File: src/iac_pkg.sv
// Shared constants and carriers for the I2C client address and receive block.
// Assumes a single system clock domain; bus pins are synchronised in iac_sync.
package iac_pkg;

	// Client addressing modes
	localparam logic [2:0] MODE_7B       = 3'h0;
	localparam logic [2:0] MODE_7B_MASK  = 3'h1;
	localparam logic [2:0] MODE_10B      = 3'h2;
	localparam logic [2:0] MODE_10B_MASK = 3'h3;
	localparam logic [2:0] MODE_MH_MASK  = 3'h7;

	// SCL edge counts within a byte
	localparam logic [3:0] BIT_ZERO      = 4'h0;
	localparam logic [3:0] BIT_RX_STALL  = 4'h7;
	localparam logic [3:0] BIT_BYTE_END  = 4'h8;
	localparam logic [3:0] BIT_ACK_END   = 4'h9;
	localparam logic [3:0] BIT_ONE       = 4'h1;

	localparam logic [7:0] GEN_CALL_ADDR = 8'h00;
	localparam logic [7:0] BYTE_RST      = 8'h00;
	localparam logic [7:0] CNT_ONE       = 8'h01;
	localparam logic [1:0] SYNC_RST      = 2'h3;

	typedef enum logic [4:0] {
		ST_IDLE    = 5'b00001,
		ST_ADDR    = 5'b00010,
		ST_ADDR_LO = 5'b00100,
		ST_ACK     = 5'b01000,
		ST_DATA    = 5'b10000
	} iac_state_e;

	typedef struct packed {
		logic [2:0] mode;
		logic       general_call_en;
		logic       address_hold_irq_en;
		logic       write_hold_irq_en;
		logic       ack_time_hold_irq_en;
		logic       start_irq_en;
		logic       count_autoload_en;
		logic       addr_buffer_disable;
		logic       clk_stretch_dis;
		logic       ack_response_value;
		logic       final_ack_value;
	} iac_cfg_s;

	typedef struct packed {
		logic start_seen_flag;
		logic address_match_flag;
		logic write_byte_flag;
		logic rx_irq_flag;
		logic count_zero_flag;
		logic nack_seen_flag;
		logic stop_seen_flag;
		logic combined_irq_flag;
	} iac_flags_s;

	typedef struct packed {
		logic client_active;
		logic read_req;
		logic data_not_addr;
		logic stretch_flag;
		logic rx_full;
		logic rx_overflow;
	} iac_stat_s;

endpackage

File: src/iac_client.sv
// I2C client: address match, software clock stretching, byte count, 8-bit receive.
// Assumes an external host drives SCL/SDA; software controls via plain ports.
// How it works
// - Address hold: stretch after matching address byte
// - Write hold: stretch after each received byte
// - Ack-time hold: stretch after every acknowledge
// - Counter drops per data byte, floors zero
// - Count-zero flag set on ninth falling edge
// - Auto-load takes first data byte as count
// - Receive decrement on eighth falling edge
// - Plain 7-bit: four independent compares, LSb ignored
// - 7-bit masked: slots 0/2 masked by 1/3
// - 10-bit: pairs 0/1 and 2/3 form addresses
// - 10-bit masked: pair 2/3 masks pair 0/1
// - 10-bit compares all fifteen stored bits
// - No match: silent, back to idle
// - General call acked only when enabled, 7-bit
// - Received LSb becomes read-request status
// - Start sets start flag, maybe combined flag
// - Match: active, address stored, match flag
// - Pending error forces NACK on address
// - Full receive buffer stretches until read
// - Eighth pulse loads buffer, sets data flags
// - Ack value from counter state, ninth pulse
// - NACK or stop sets flag, goes idle
// - Overflow without stretching; NACK afterwards
`timescale 1ns/1ps
module iac_client (
	input  wire logic               CLK_IN,
	input  wire logic               RESETN_IN,
	input  wire logic               CE_IN,
	input  wire logic               SCL_IN,
	input  wire logic               SDA_IN,
	output logic                    SCL_OUT,
	output logic                    SCL_OE_OUT,
	output logic                    SDA_OUT,
	output logic                    SDA_OE_OUT,
	input  wire iac_pkg::iac_cfg_s  CFG_IN,
	input  wire logic [3:0][7:0]    MATCH_VALUE_IN,
	input  wire logic               STRETCH_CLR_IN,
	input  wire logic               RX_READ_IN,
	input  wire logic               ERR_CLR_IN,
	input  wire iac_pkg::iac_flags_s FLAG_CLR_IN,
	input  wire logic               CNT_WR_IN,
	input  wire logic [7:0]         CNT_WDATA_IN,
	output iac_pkg::iac_stat_s      STAT_OUT,
	output iac_pkg::iac_flags_s     FLAGS_OUT,
	output logic [7:0]              RX_DATA_OUT,
	output logic [7:0]              ADDR_BUF0_OUT,
	output logic [7:0]              BYTE_COUNTER_OUT
);
	import iac_pkg::*;

	logic       sda_s, rise_p, fall_p, start_p, stop_p;
	iac_state_e st_reg, st_next, ack_to_reg, ack_to_next;
	logic [3:0] bit_reg, bit_next;
	logic [7:0] shift_reg, shift_next, hi_reg, hi_next;
	logic [1:0] hit_reg, hit_next;
	logic       first_reg, first_next, nack_reg, nack_next, final_reg, final_next;
	logic       pend_reg, pend_next, stall_reg, stall_next;
	logic       scl_oe_next, sda_oe_next;
	logic [7:0] cnt_next, rx_next, adb_next;
	iac_stat_s  stat_next;
	iac_flags_s flags_next, fl_set;
	logic [3:0] slot_eq;
	logic       seven, ten, match7, hi_hit0, hi_hit1, match_lo, ack_bit;
	logic       go_ack, hold, autoload;
	logic       ev_addr, ev_data, ev_ack, ev_stall;

	iac_sync u_sync (
		.clk_in    (CLK_IN),
		.resetn_in (RESETN_IN),
		.ce_in     (CE_IN),
		.scl_in    (SCL_IN),
		.sda_in    (SDA_IN),
		.sda_out   (sda_s),
		.rise_out  (rise_p),
		.fall_out  (fall_p),
		.start_out (start_p),
		.stop_out  (stop_p)
	);

	// Open-drain pins only ever pull low
	assign SCL_OUT = 1'b0;
	assign SDA_OUT = 1'b0;

	genvar gi;
	generate
		for (gi = 0; gi < 4; gi++) begin : g_slot
			assign slot_eq[gi] = shift_reg[7:1] == MATCH_VALUE_IN[gi][7:1];
		end
	endgenerate

	always_comb begin
		seven = CFG_IN.mode == MODE_7B || CFG_IN.mode == MODE_7B_MASK
			|| CFG_IN.mode == MODE_MH_MASK;
		ten   = CFG_IN.mode == MODE_10B || CFG_IN.mode == MODE_10B_MASK;
		if (CFG_IN.mode == MODE_7B) begin
			match7 = |slot_eq;
		end else begin
			match7 = ~|((shift_reg[7:1] ^ MATCH_VALUE_IN[0][7:1]) & ~MATCH_VALUE_IN[1][7:1])
				| ~|((shift_reg[7:1] ^ MATCH_VALUE_IN[2][7:1]) & ~MATCH_VALUE_IN[3][7:1]);
		end
		match7 = match7 | (CFG_IN.general_call_en & shift_reg == GEN_CALL_ADDR);
		if (CFG_IN.mode == MODE_10B_MASK) begin
			hi_hit0  = ~|((shift_reg[7:1] ^ MATCH_VALUE_IN[1][7:1]) & ~MATCH_VALUE_IN[3][7:1]);
			hi_hit1  = 1'b0;
			// All fifteen stored bits take part, masked by pair 2/3
			match_lo = ~|(({hi_reg[7:1], shift_reg}
				^ {MATCH_VALUE_IN[1][7:1], MATCH_VALUE_IN[0]})
				& ~{MATCH_VALUE_IN[3][7:1], MATCH_VALUE_IN[2]});
		end else begin
			hi_hit0  = slot_eq[1];
			hi_hit1  = slot_eq[3];
			match_lo = (hit_reg[0] & shift_reg == MATCH_VALUE_IN[0])
				| (hit_reg[1] & shift_reg == MATCH_VALUE_IN[2]);
		end
		ack_bit  = nack_reg | (final_reg ? CFG_IN.final_ack_value : CFG_IN.ack_response_value);
		ev_addr  = CE_IN & fall_p & ~stop_p & ~start_p & bit_reg == BIT_BYTE_END;
		ev_data  = ev_addr & st_reg == ST_DATA;
		ev_ack   = ev_addr & st_reg == ST_ACK ? 1'b0 : CE_IN & fall_p & ~stop_p & ~start_p
			& st_reg == ST_ACK & bit_reg == BIT_ACK_END;
		ev_stall = CE_IN & fall_p & ~stop_p & ~start_p & st_reg == ST_DATA
			& bit_reg == BIT_RX_STALL & STAT_OUT.rx_full & ~CFG_IN.clk_stretch_dis;
		autoload = ev_data & first_reg & CFG_IN.count_autoload_en;
	end

	always_comb begin
		st_next     = st_reg;
		ack_to_next = ack_to_reg;
		bit_next    = bit_reg;
		shift_next  = shift_reg;
		hi_next     = hi_reg;
		hit_next    = hit_reg;
		first_next  = first_reg;
		nack_next   = nack_reg;
		final_next  = final_reg;
		pend_next   = pend_reg;
		stall_next  = stall_reg;
		cnt_next    = BYTE_COUNTER_OUT;
		rx_next     = RX_DATA_OUT;
		adb_next    = ADDR_BUF0_OUT;
		stat_next   = STAT_OUT;
		fl_set      = '0;
		go_ack      = 1'b0;
		hold        = 1'b0;
		// Software counter writes lose to a hardware update in the same cycle
		if (CNT_WR_IN) cnt_next = CNT_WDATA_IN;
		if (ERR_CLR_IN) stat_next.rx_overflow = 1'b0;
		if (STRETCH_CLR_IN) stat_next.stretch_flag = 1'b0;
		if (RX_READ_IN) begin
			stat_next.rx_full = 1'b0;
			if (stall_reg) begin
				stall_next             = 1'b0;
				stat_next.stretch_flag = 1'b0;
			end
		end
		if (stop_p) begin
			fl_set.stop_seen_flag   = 1'b1;
			st_next                 = ST_IDLE;
			stat_next.client_active = 1'b0;
		end else if (start_p) begin
			fl_set.start_seen_flag   = 1'b1;
			fl_set.combined_irq_flag = CFG_IN.start_irq_en;
			st_next                  = ST_ADDR;
			bit_next                 = BIT_ZERO;
		end else if (rise_p && st_reg != ST_IDLE) begin
			shift_next = {shift_reg[6:0], sda_s};
			bit_next   = bit_reg + BIT_ONE;
		end else if (fall_p && bit_reg == BIT_BYTE_END && st_reg != ST_ACK) begin
			unique case (st_reg)
				ST_ADDR: begin
					if (seven && match7) begin
						stat_next.client_active = 1'b1;
						stat_next.data_not_addr = 1'b0;
						stat_next.read_req      = shift_reg[0];
						if (CFG_IN.addr_buffer_disable) begin
							rx_next           = shift_reg;
							stat_next.rx_full = 1'b1;
						end else begin
							adb_next = shift_reg;
						end
						fl_set.address_match_flag = 1'b1;
						ack_to_next = shift_reg[0] ? ST_IDLE : ST_DATA;
						go_ack      = 1'b1;
						hold        = CFG_IN.address_hold_irq_en;
					end else if (ten && (hi_hit0 || hi_hit1)) begin
						stat_next.data_not_addr = 1'b0;
						stat_next.read_req      = shift_reg[0];
						hi_next     = shift_reg;
						hit_next    = {hi_hit1, hi_hit0};
						ack_to_next = ST_ADDR_LO;
						go_ack      = 1'b1;
						hold        = CFG_IN.address_hold_irq_en;
					end else begin
						st_next                 = ST_IDLE;
						stat_next.client_active = 1'b0;
					end
				end
				ST_ADDR_LO: begin
					if (match_lo) begin
						stat_next.client_active   = 1'b1;
						adb_next                  = shift_reg;
						fl_set.address_match_flag = 1'b1;
						ack_to_next = ST_DATA;
						go_ack      = 1'b1;
						hold        = CFG_IN.address_hold_irq_en;
					end else begin
						st_next = ST_IDLE;
					end
				end
				ST_DATA: begin
					stat_next.data_not_addr = 1'b1;
					fl_set.write_byte_flag  = 1'b1;
					if (STAT_OUT.rx_full) begin
						stat_next.rx_overflow = 1'b1;
					end else begin
						rx_next            = shift_reg;
						stat_next.rx_full  = 1'b1;
						fl_set.rx_irq_flag = 1'b1;
					end
					final_next = BYTE_COUNTER_OUT == BYTE_RST;
					pend_next  = 1'b0;
					if (autoload) begin
						cnt_next = shift_reg;
					end else if (BYTE_COUNTER_OUT != BYTE_RST) begin
						cnt_next  = BYTE_COUNTER_OUT - CNT_ONE;
						pend_next = BYTE_COUNTER_OUT == CNT_ONE;
					end
					first_next  = 1'b0;
					ack_to_next = ST_DATA;
					go_ack      = 1'b1;
					hold        = CFG_IN.write_hold_irq_en;
				end
				default: st_next = ST_IDLE;
			endcase
		end else if (fall_p && bit_reg == BIT_RX_STALL && ev_stall) begin
			stall_next             = 1'b1;
			stat_next.stretch_flag = 1'b1;
		end else if (fall_p && st_reg == ST_ACK && bit_reg == BIT_ACK_END) begin
			bit_next = BIT_ZERO;
			if (ack_bit) begin
				fl_set.nack_seen_flag   = 1'b1;
				st_next                 = ST_IDLE;
				stat_next.client_active = 1'b0;
			end else begin
				fl_set.count_zero_flag = pend_reg;
				pend_next = 1'b0;
				st_next   = ack_to_reg;
				hold      = CFG_IN.ack_time_hold_irq_en;
				if (ack_to_reg == ST_IDLE) stat_next.client_active = 1'b0;
			end
		end
		if (go_ack) begin
			st_next = ST_ACK;
			if (st_reg != ST_DATA) begin
				final_next = 1'b0;
				first_next = 1'b1;
			end
			// Any uncleared overflow turns the answer into NACK
			nack_next = stat_next.rx_overflow;
		end
		if (hold) begin
			stat_next.stretch_flag   = 1'b1;
			fl_set.combined_irq_flag = 1'b1;
		end
		flags_next = (FLAGS_OUT & ~FLAG_CLR_IN) | fl_set;
		if (RX_READ_IN && !fl_set.rx_irq_flag) flags_next.rx_irq_flag = 1'b0;
		scl_oe_next = stat_next.stretch_flag;
		// Ack drive starts one clock after entering, well inside SCL low
		sda_oe_next = st_reg == ST_ACK && st_next == ST_ACK && !ack_bit;
	end

	always_ff @(posedge CLK_IN or negedge RESETN_IN) begin
		if (!RESETN_IN) begin
			st_reg           <= ST_IDLE;
			ack_to_reg       <= ST_IDLE;
			bit_reg          <= BIT_ZERO;
			shift_reg        <= BYTE_RST;
			hi_reg           <= BYTE_RST;
			hit_reg          <= 2'h0;
			first_reg        <= 1'b0;
			nack_reg         <= 1'b0;
			final_reg        <= 1'b0;
			pend_reg         <= 1'b0;
			stall_reg        <= 1'b0;
			BYTE_COUNTER_OUT <= BYTE_RST;
			RX_DATA_OUT      <= BYTE_RST;
			ADDR_BUF0_OUT    <= BYTE_RST;
			STAT_OUT         <= '0;
			FLAGS_OUT        <= '0;
			SCL_OE_OUT       <= 1'b0;
			SDA_OE_OUT       <= 1'b0;
		end else if (CE_IN) begin
			st_reg           <= st_next;
			ack_to_reg       <= ack_to_next;
			bit_reg          <= bit_next;
			shift_reg        <= shift_next;
			hi_reg           <= hi_next;
			hit_reg          <= hit_next;
			first_reg        <= first_next;
			nack_reg         <= nack_next;
			final_reg        <= final_next;
			pend_reg         <= pend_next;
			stall_reg        <= stall_next;
			BYTE_COUNTER_OUT <= cnt_next;
			RX_DATA_OUT      <= rx_next;
			ADDR_BUF0_OUT    <= adb_next;
			STAT_OUT         <= stat_next;
			FLAGS_OUT        <= flags_next;
			SCL_OE_OUT       <= scl_oe_next;
			SDA_OE_OUT       <= sda_oe_next;
		end
	end
endmodule

File: src/iac_sync.sv
// Two-flop synchronisers for SCL and SDA plus edge, start and stop detection.
// Assumes SCL/SDA are asynchronous to CLK and much slower than it.
`timescale 1ns/1ps
module iac_sync (
	input  wire logic clk_in,
	input  wire logic resetn_in,
	input  wire logic ce_in,
	input  wire logic scl_in,
	input  wire logic sda_in,
	output logic      sda_out,
	output logic      rise_out,
	output logic      fall_out,
	output logic      start_out,
	output logic      stop_out
);
	import iac_pkg::*;

	// Index 0 is the first synchroniser stage and feeds only index 1
	logic [1:0] scl_reg, scl_next, sda_reg, sda_next;
	logic       scl_d_reg, scl_d_next, sda_d_reg, sda_d_next;
	logic       sda_o_next, rise_next, fall_next, start_next, stop_next;

	always_comb begin
		scl_next   = {scl_reg[0], scl_in};
		sda_next   = {sda_reg[0], sda_in};
		scl_d_next = scl_reg[1];
		sda_d_next = sda_reg[1];
		sda_o_next = sda_reg[1];
		rise_next  = scl_reg[1] & ~scl_d_reg;
		fall_next  = ~scl_reg[1] & scl_d_reg;
		// Start and stop only count while SCL stays high
		start_next = scl_reg[1] & scl_d_reg & ~sda_reg[1] & sda_d_reg;
		stop_next  = scl_reg[1] & scl_d_reg & sda_reg[1] & ~sda_d_reg;
	end

	always_ff @(posedge clk_in or negedge resetn_in) begin
		if (!resetn_in) begin
			scl_reg   <= SYNC_RST;
			sda_reg   <= SYNC_RST;
			scl_d_reg <= 1'b1;
			sda_d_reg <= 1'b1;
			sda_out   <= 1'b1;
			rise_out  <= 1'b0;
			fall_out  <= 1'b0;
			start_out <= 1'b0;
			stop_out  <= 1'b0;
		end else if (ce_in) begin
			scl_reg   <= scl_next;
			sda_reg   <= sda_next;
			scl_d_reg <= scl_d_next;
			sda_d_reg <= sda_d_next;
			sda_out   <= sda_o_next;
			rise_out  <= rise_next;
			fall_out  <= fall_next;
			start_out <= start_next;
			stop_out  <= stop_next;
		end
	end

endmodule

File: config.mk
export PLATFORM = sky130hd
export DESIGN_NAME = iac_client
export DESIGN_NICKNAME = d
export VERILOG_FILES = /design/src/iac_pkg.sv /design/src/iac_client.sv /design/src/iac_sync.sv
export SDC_FILE = /design/constraint.sdc
export NUM_CORES = 1
export LEC_CHECK = 0
export ABC_AREA = 1
export BUFFER_PORTS_ARGS = -buffer_cell sky130_fd_sc_hd__buf_2
export CAP_MARGIN = 20
export CORE_UTILIZATION = 57
export CTS_BUF_LIST = sky130_fd_sc_hd__clkbuf_4 sky130_fd_sc_hd__clkbuf_8
export DETAILED_ROUTE_END_ITERATION = 10
export PLACE_DENSITY = 0.82
export SETUP_SLACK_MARGIN = 0.1
export SYNTH_ARGS = -nofsm -noshare
export SYNTH_HDL_FRONTEND = slang
export SYNTH_HIERARCHICAL = 1
export SYNTH_SLANG_ARGS = --single-unit
File: constraint.sdc
create_clock -name CLK_IN -period 2.47 [get_ports CLK_IN]
set_clock_uncertainty 0.2 [all_clocks]
set_input_delay 0.247 -clock CLK_IN [delete_from_list [all_inputs] [get_ports CLK_IN]]
set_output_delay 0.247 -clock CLK_IN [all_outputs]
set_load 0.05 [all_outputs]
==> results of run 1 <==
-- cell usage after synthesis, drive strengths merged, types with 2 or more instances --
library cell / count / share of area, %
ha: 6 / 1.4
xor2: 8 / 1.3
nand2: 240 / 17
buf: 14 / 2.1
a22o: 2 / 0.32
dfrtp: 75 / 34
nand3b: 3 / 0.41
o21ai: 75 / 7.4
mux2i: 3 / 0.55
o31ai: 4 / 0.55
nand4: 14 / 1.7
clkinv: 2 / 0.23
o21a: 2 / 0.27
and2: 2 / 0.27
xnor2: 6 / 0.95
nor3: 7 / 0.84
o211ai: 7 / 0.95
a21oi: 31 / 2.8
nand3: 56 / 5.4
dfstp: 8 / 3.8
nor4: 6 / 0.80
clkbuf: 6 / 0.41
nor2: 76 / 6.0
a31oi: 4 / 0.45
o22ai: 7 / 0.80
inv: 107 / 7.5
-- area by class of cell --
class / count / area (sq um)
tap: 129 / 161.4
inverter: 109 / 441.7
sequential: 83 / 2100
fill: 760 / 2208
clock inverter: 5 / 38.79
multi-input combinational: 571 / 3100
timing repair buffer: 175 / 1095
clock buffer: 11 / 138.9
-- cells by family after synthesis --
group,share of synthesized area (%)
AO/OA/AOI/OAI,14.93
XOR/XNOR,2.227
adder cells (fa/ha/maj),1.363
buffers and inverters,10.25
flip-flops,37.90
multiplexers,0.7498
other,0.06810
AND/OR/NAND/NOR,32.52
-- path summary, 6_finish.rpt --
path | start | to | depth (start not counted)
worst max-delay path | st_reg[0] | STAT_OUT[3] | 10
worst min-delay path | FLAG_CLR_IN[6] | FLAGS_OUT[6] | 4
min in group asynchronous | RESETN_IN | ADDR_BUF0_OUT[7] | 2
worst min register to register | u_sync/scl_reg[0] | u_sync/scl_reg[1] | 2
worst max register to register | st_reg[0] | STAT_OUT[3] | 10
max in group asynchronous | RESETN_IN | u_sync/sda_reg[0] | 3
-- stage by stage --
stage	total power, W	std cells	cell area [sq um]	util [%]
detailed placement	0.003415	1023	6279	67.63
global placement	0.003366	1023	6279	67.63
floorplan	0.002858	782	5510	-
finish	0.004733	1083	7076	76.21
global route	0.004967	1083	7076	76.21
CTS	0.004391	1050	6591	71.00
-- critical path: stages (launching register included) --
cell and delay (ns):
dfstp_2 0.62, nand4_1 0.13, and2_4 0.22, nor2_4 0.14, nand2_4 0.08, nor2_4 0.18
buf_6 0.13, nand4_1 0.12, nand2_1 0.14, mux2i_1 0.23, inv_1 0.06
-- power by group through the flow --
stage	Clock, W	Combinational [W]	Sequential (W)
after floorplan	0	0.00103	0.00182
after global placement	0	0.00159	0.00177
after detailed placement	0	0.00163	0.00179
after CTS	0.000942	0.00169	0.00176
after global routing	0.000985	0.00218	0.00180
final	0.000944	0.00201	0.00178
-- what timing repair did --
item	CTS	global route
pin swaps	2	38
cloned	0	1
resized for setup	10	74
endpoints found under the hold margin	40	0
setup endpoints to repair	23	46
setup buffers	2	32
hold buffers	9	0
-- per-layer routing --
metal  up-vias  global-route usage [%]  routed length, um
met3        41                   4.387               1200
met1      2759                   43.26               7268
met2       243                   57.17               8396
li1       2867                       -                  -
met4         0                   12.26                433
met5         -                       0                  0
==> metrics, run 1 <==
most frequent cells in the layout nand2_1 (211), buf_2 (106), inv_1 (88), dfrtp_1 (65), nor2_1 (57); combinational share of power 42.4%; first-pass GRT wire length 26080 um; setup TNS 0 ns; Post-Syn Area 0.005507 sq mm; fin crit period 2.379 ns; DR vias 5910; die area 0.01006 sq mm; Setup WS post-layout 0.09149 ns; commonest non-fill, non-tap cell in the layout nand2_1; sequential fraction of the synthesis area 37.90%; GP Congestion 0.9880; DRT antenna net count 0; initial drt markers 313; Worst-path clk slew 0.10 ns; Async S/R FF share, synth 100.0%; Max Slew Vio Count 0; hold_ws 0.008212 ns; Antenna Cells 0; placed wire-length estimate 12330 um; Die X 100.3 um; Power per Cell Area 668.9 mW/mm^2; Clock power frac 19.9%; clock latency at the later pin of the worst-skew pair 0.37 ns; Clock Sinks 83; Vias per Instance 5.457; internal power 0.002682 W; Static Leak 3.736 nW; Slew @ Worst Pin 0.6246 ns; CTS H-tree lvls 3; # rows 35; # DRC 0; gr ovfl total 0; CP Launch Type flip-flop; Tot GR Track Use 33.38%; drt wl/cell 15.97 um; RSZ-0062 raised after global routing yes; fmax 420.4 MHz; syn avg cell area 7.051 sq um; CTS tree built; distinct cell type count after synthesis 55; critical path fanouts, max 6; CTS root buffer clkbuf_8; Final #Nets 1025; Synth Instances 781; Switching Fraction 43.33%; Top-Level Pins 112; Setup CP Type reg2reg; Worst R2R Setup Slack 0.09 ns; Initial DRT Pass Iterations 6; final period utilization 96.30%; fraction of layout cells with a size suffix above 1 31.34%; Die Y 100.3 um; Starting Density 59.31%; CTS buffer count 9; Core Region 0.009284 sq mm; maximum VDD drop 503.3 uV; maximum number of pins on one net before global-route repair 52; via count of the first global-routing pass 5528; Setup crit end kind flip-flop; Max-cap violations 0; IO Port Bufs 107; status complete, no violations; WP data arrival 2.43 ns; synth warn 6; final WL 17300 um; CP Data Required Time 2.52 ns; flops & latches, synth 83; antenna violations before repair 0; setup violators final 0; Max clock buf depth 2; sequential power share 37.7%; worst slack at placement 0.01191 ns; Hold Crit Class in2reg; Sw Pwr 0.002051 W; Syn-to-layout area delta 28.49%; ys flop type dfrtp_1; final hold viol count 0; Worst slew margin 58.26%; Post-synth EDFFs 0
(Power assumes the default switching activity.)
==> inputs of run 2 (changes only) <==
- CORE_UTILIZATION: 57 -> 56
- CTS_BUF_LIST: sky130_fd_sc_hd__clkbuf_4 sky130_fd_sc_hd__clkbuf_8 -> sky130_fd_sc_hd__clkbuf_16
- PLACE_DENSITY: 0.82 -> 0.81
==> run 2 against run 1 <==
  * Power up 8.8%
  * Sequential share of layout area down 0.51 points
  * Combinational power about the same
  * Clock power up 45%
  * Via count up 1.9%
  * Sequential power about the same
  * Non-clock buffer count down 2
  * Global-route usage down 0.64 points
  * Die area up 1.7%
  * Maximum frequency up 1.5%
  * Sequential cell count unchanged
  * Largest cell class unchanged
==> metrics, run 2 (synthesized netlist as in run 1, its figures left out) <==
internal power 0.003079 W; die area 0.01023 sq mm; Static Leak 3.757 nW; maximum number of pins on one net before global-route repair 59; Setup crit end kind flip-flop; Syn-to-layout area delta 30.74%; maximum VDD drop 346.0 uV; Max-cap violations 0; DRT antenna net count 0; drt wl/cell 16.19 um; fill count 753; CTS root buffer clkbuf_16; gr ovfl total 0; Die X 101.2 um; Top-Level Pins 112; Core Region 0.009371 sq mm; antenna violations before repair 0; combinational share of power 38.7%; Max Slew Vio Count 0; critical path fanouts, max 6; Pwr Total 0.005148 W; Switching Fraction 40.19%; initial drt markers 443; commonest non-fill, non-tap cell in the layout nand2_1; GP Congestion 0.9635; path length in cells of the critical path 10; sum of buffers and inverters on the critical path 0; Starting Density 58.76%; Tot GR Track Use 32.74%; Setup WS post-layout 0.1261 ns; fin crit period 2.344 ns; CP endpoint BYTE_COUNTER_OUT[1]; area of the multi-input gates 0.003120 sq mm; Slew @ Worst Pin 0.7712 ns; CP Data Required Time 2.48 ns; Clock power frac 26.5%; register area 0.002100 sq mm; CTS H-tree lvls 3; CP peak stage delay 0.59 ns; cell count after placement 1025; Worst-path clk slew 0.07 ns; clock latency at the later pin of the worst-skew pair 0.35 ns; CP most frequent cell nor2_4; Worst slew margin 48.59%; Power per Cell Area 715.1 mW/mm^2; Worst R2R Setup Slack 0.13 ns; Final #Nets 1025; placed wire-length estimate 12270 um; Worst path top cell family by delay simple AND/OR/NAND/NOR gates; Sw Pwr 0.002069 W; most frequent cells in the layout nand2_1 (206), buf_2 (106), inv_1 (88), dfrtp_1 (65), nor2_1 (57); via count of the first global-routing pass 5411; RSZ-0062 raised after global routing yes; final hold viol count 0; Max clock buf depth 2; CP Launch Type flip-flop; CTS tree built; final period utilization 94.89%; # DRC 0; Antenna Cells 0; IO Port Bufs 107; Setup CP Type reg2reg; sequential power share 34.8%; slowest CP cell dfstp_2; Clock Sinks 83; setup violators final 0; final WL 17530 um; CP startpoint st_reg[0]; reg2reg end BYTE_COUNTER_OUT[1]; worst slack at placement 0.05253 ns; fraction of layout cells with a size suffix above 1 31.76%; CTS buffer count 9; critical-path cell list nand4_1 -> and2_4 -> nor2_4 -> nand2_4 -> nor2_4 -> nand2_2 -> nor2_4 -> o211ai_1 -> o211ai_1 -> o21ai_0; Die Y 101.2 um; DR vias 6024; Worst Reg-to-Reg Cells 10; Vias per Instance 5.562; Hold Crit Class in2reg; WP data arrival 2.35 ns; r2r startpoint st_reg[0]; final cell count without fillers 1083; fmax 426.6 MHz; # rows 35; first-pass GRT wire length 25650 um; Initial DRT Pass Iterations 5; status complete, no violations
==> run 2: worst reg2reg max path: cells and delay by family (launching register included) <==
family	cells	cell delay [ns]
DFF	1	0.59
AOI/OAI and AO/OA	3	0.37
and+or+nand+nor	7	1.04
==> run 2: repair_timing <==
action | CTS | global route
setup endpoints to repair | 19 | 47
gates cloned | 0 | 3
gates resized for setup | 4 | 79
endpoints found under the hold margin | 54 | 0
setup buffers | 0 | 32
pin swaps | 0 | 33
hold buffers | 7 | 0
==> run 2: per-stage QoR <==
| stage | utilization [%] | hold slack (ns) | cell area [sq um] | TNS (ns) |
|---|---|---|---|---|
| after floorplan | - | -0.2486 | 5510 | 0 |
| after global placement | 67.02 | 0.1630 | 6281 | 0 |
| after detailed placement | 67.02 | 0.1674 | 6281 | 0 |
| after CTS | 71.01 | 0.01055 | 6655 | 0 |
| after global routing | 76.82 | 0.01633 | 7199 | -0.02653 |
| final | 76.82 | 0.006627 | 7199 | 0 |
==> run 2: how the worst min path moves through the flow <==
stage | from | end | slack (ns) | cells after the start
floorplan | RESETN_IN | ADDR_BUF0_OUT[0] | -0.25 | 0
global placement | RESETN_IN | BYTE_COUNTER_OUT[2] | 0.16 | 1
detailed placement | RESETN_IN | BYTE_COUNTER_OUT[6] | 0.17 | 1
CTS | FLAG_CLR_IN[7] | FLAGS_OUT[7] | 0.01 | 3
global route | FLAG_CLR_IN[7] | FLAGS_OUT[7] | 0.02 | 3
finish | FLAG_CLR_IN[7] | FLAGS_OUT[7] | 0.007 | 3
==> run 2: layer usage <==
layer,wire length (um),track usage [%],up-vias
met5,0,0,-
met4,382,9.922,0
met2,8502,55.10,337
li1,-,-,2875
met1,7121,44.48,2771
met3,1528,3.865,41
==> run 2: power groups by stage <==
stage	clock (W)	combinational, W	sequential, W
2_1_floorplan	0	0.00103	0.00182
3_3_place_gp	0	0.00159	0.00178
3_5_place_dp	0	0.00162	0.00179
4_1_cts	0.00137	0.00164	0.00177
5_1_grt	0.00143	0.00217	0.00181
6_report	0.00137	0.00199	0.00179
==> run 2: layout make-up <==
| type | count | area share, % |
|---|---|---|
| Sequential cell | 83 | 29.16 |
| Clock inverter | 7 | 0.9732 |
| Clock buffer | 9 | 3.128 |
| Timing Repair Buffer | 173 | 15.05 |
| Inverter | 109 | 6.100 |
| Multi-Input combinational cell | 573 | 43.34 |
| Tap cell | 129 | 2.242 |
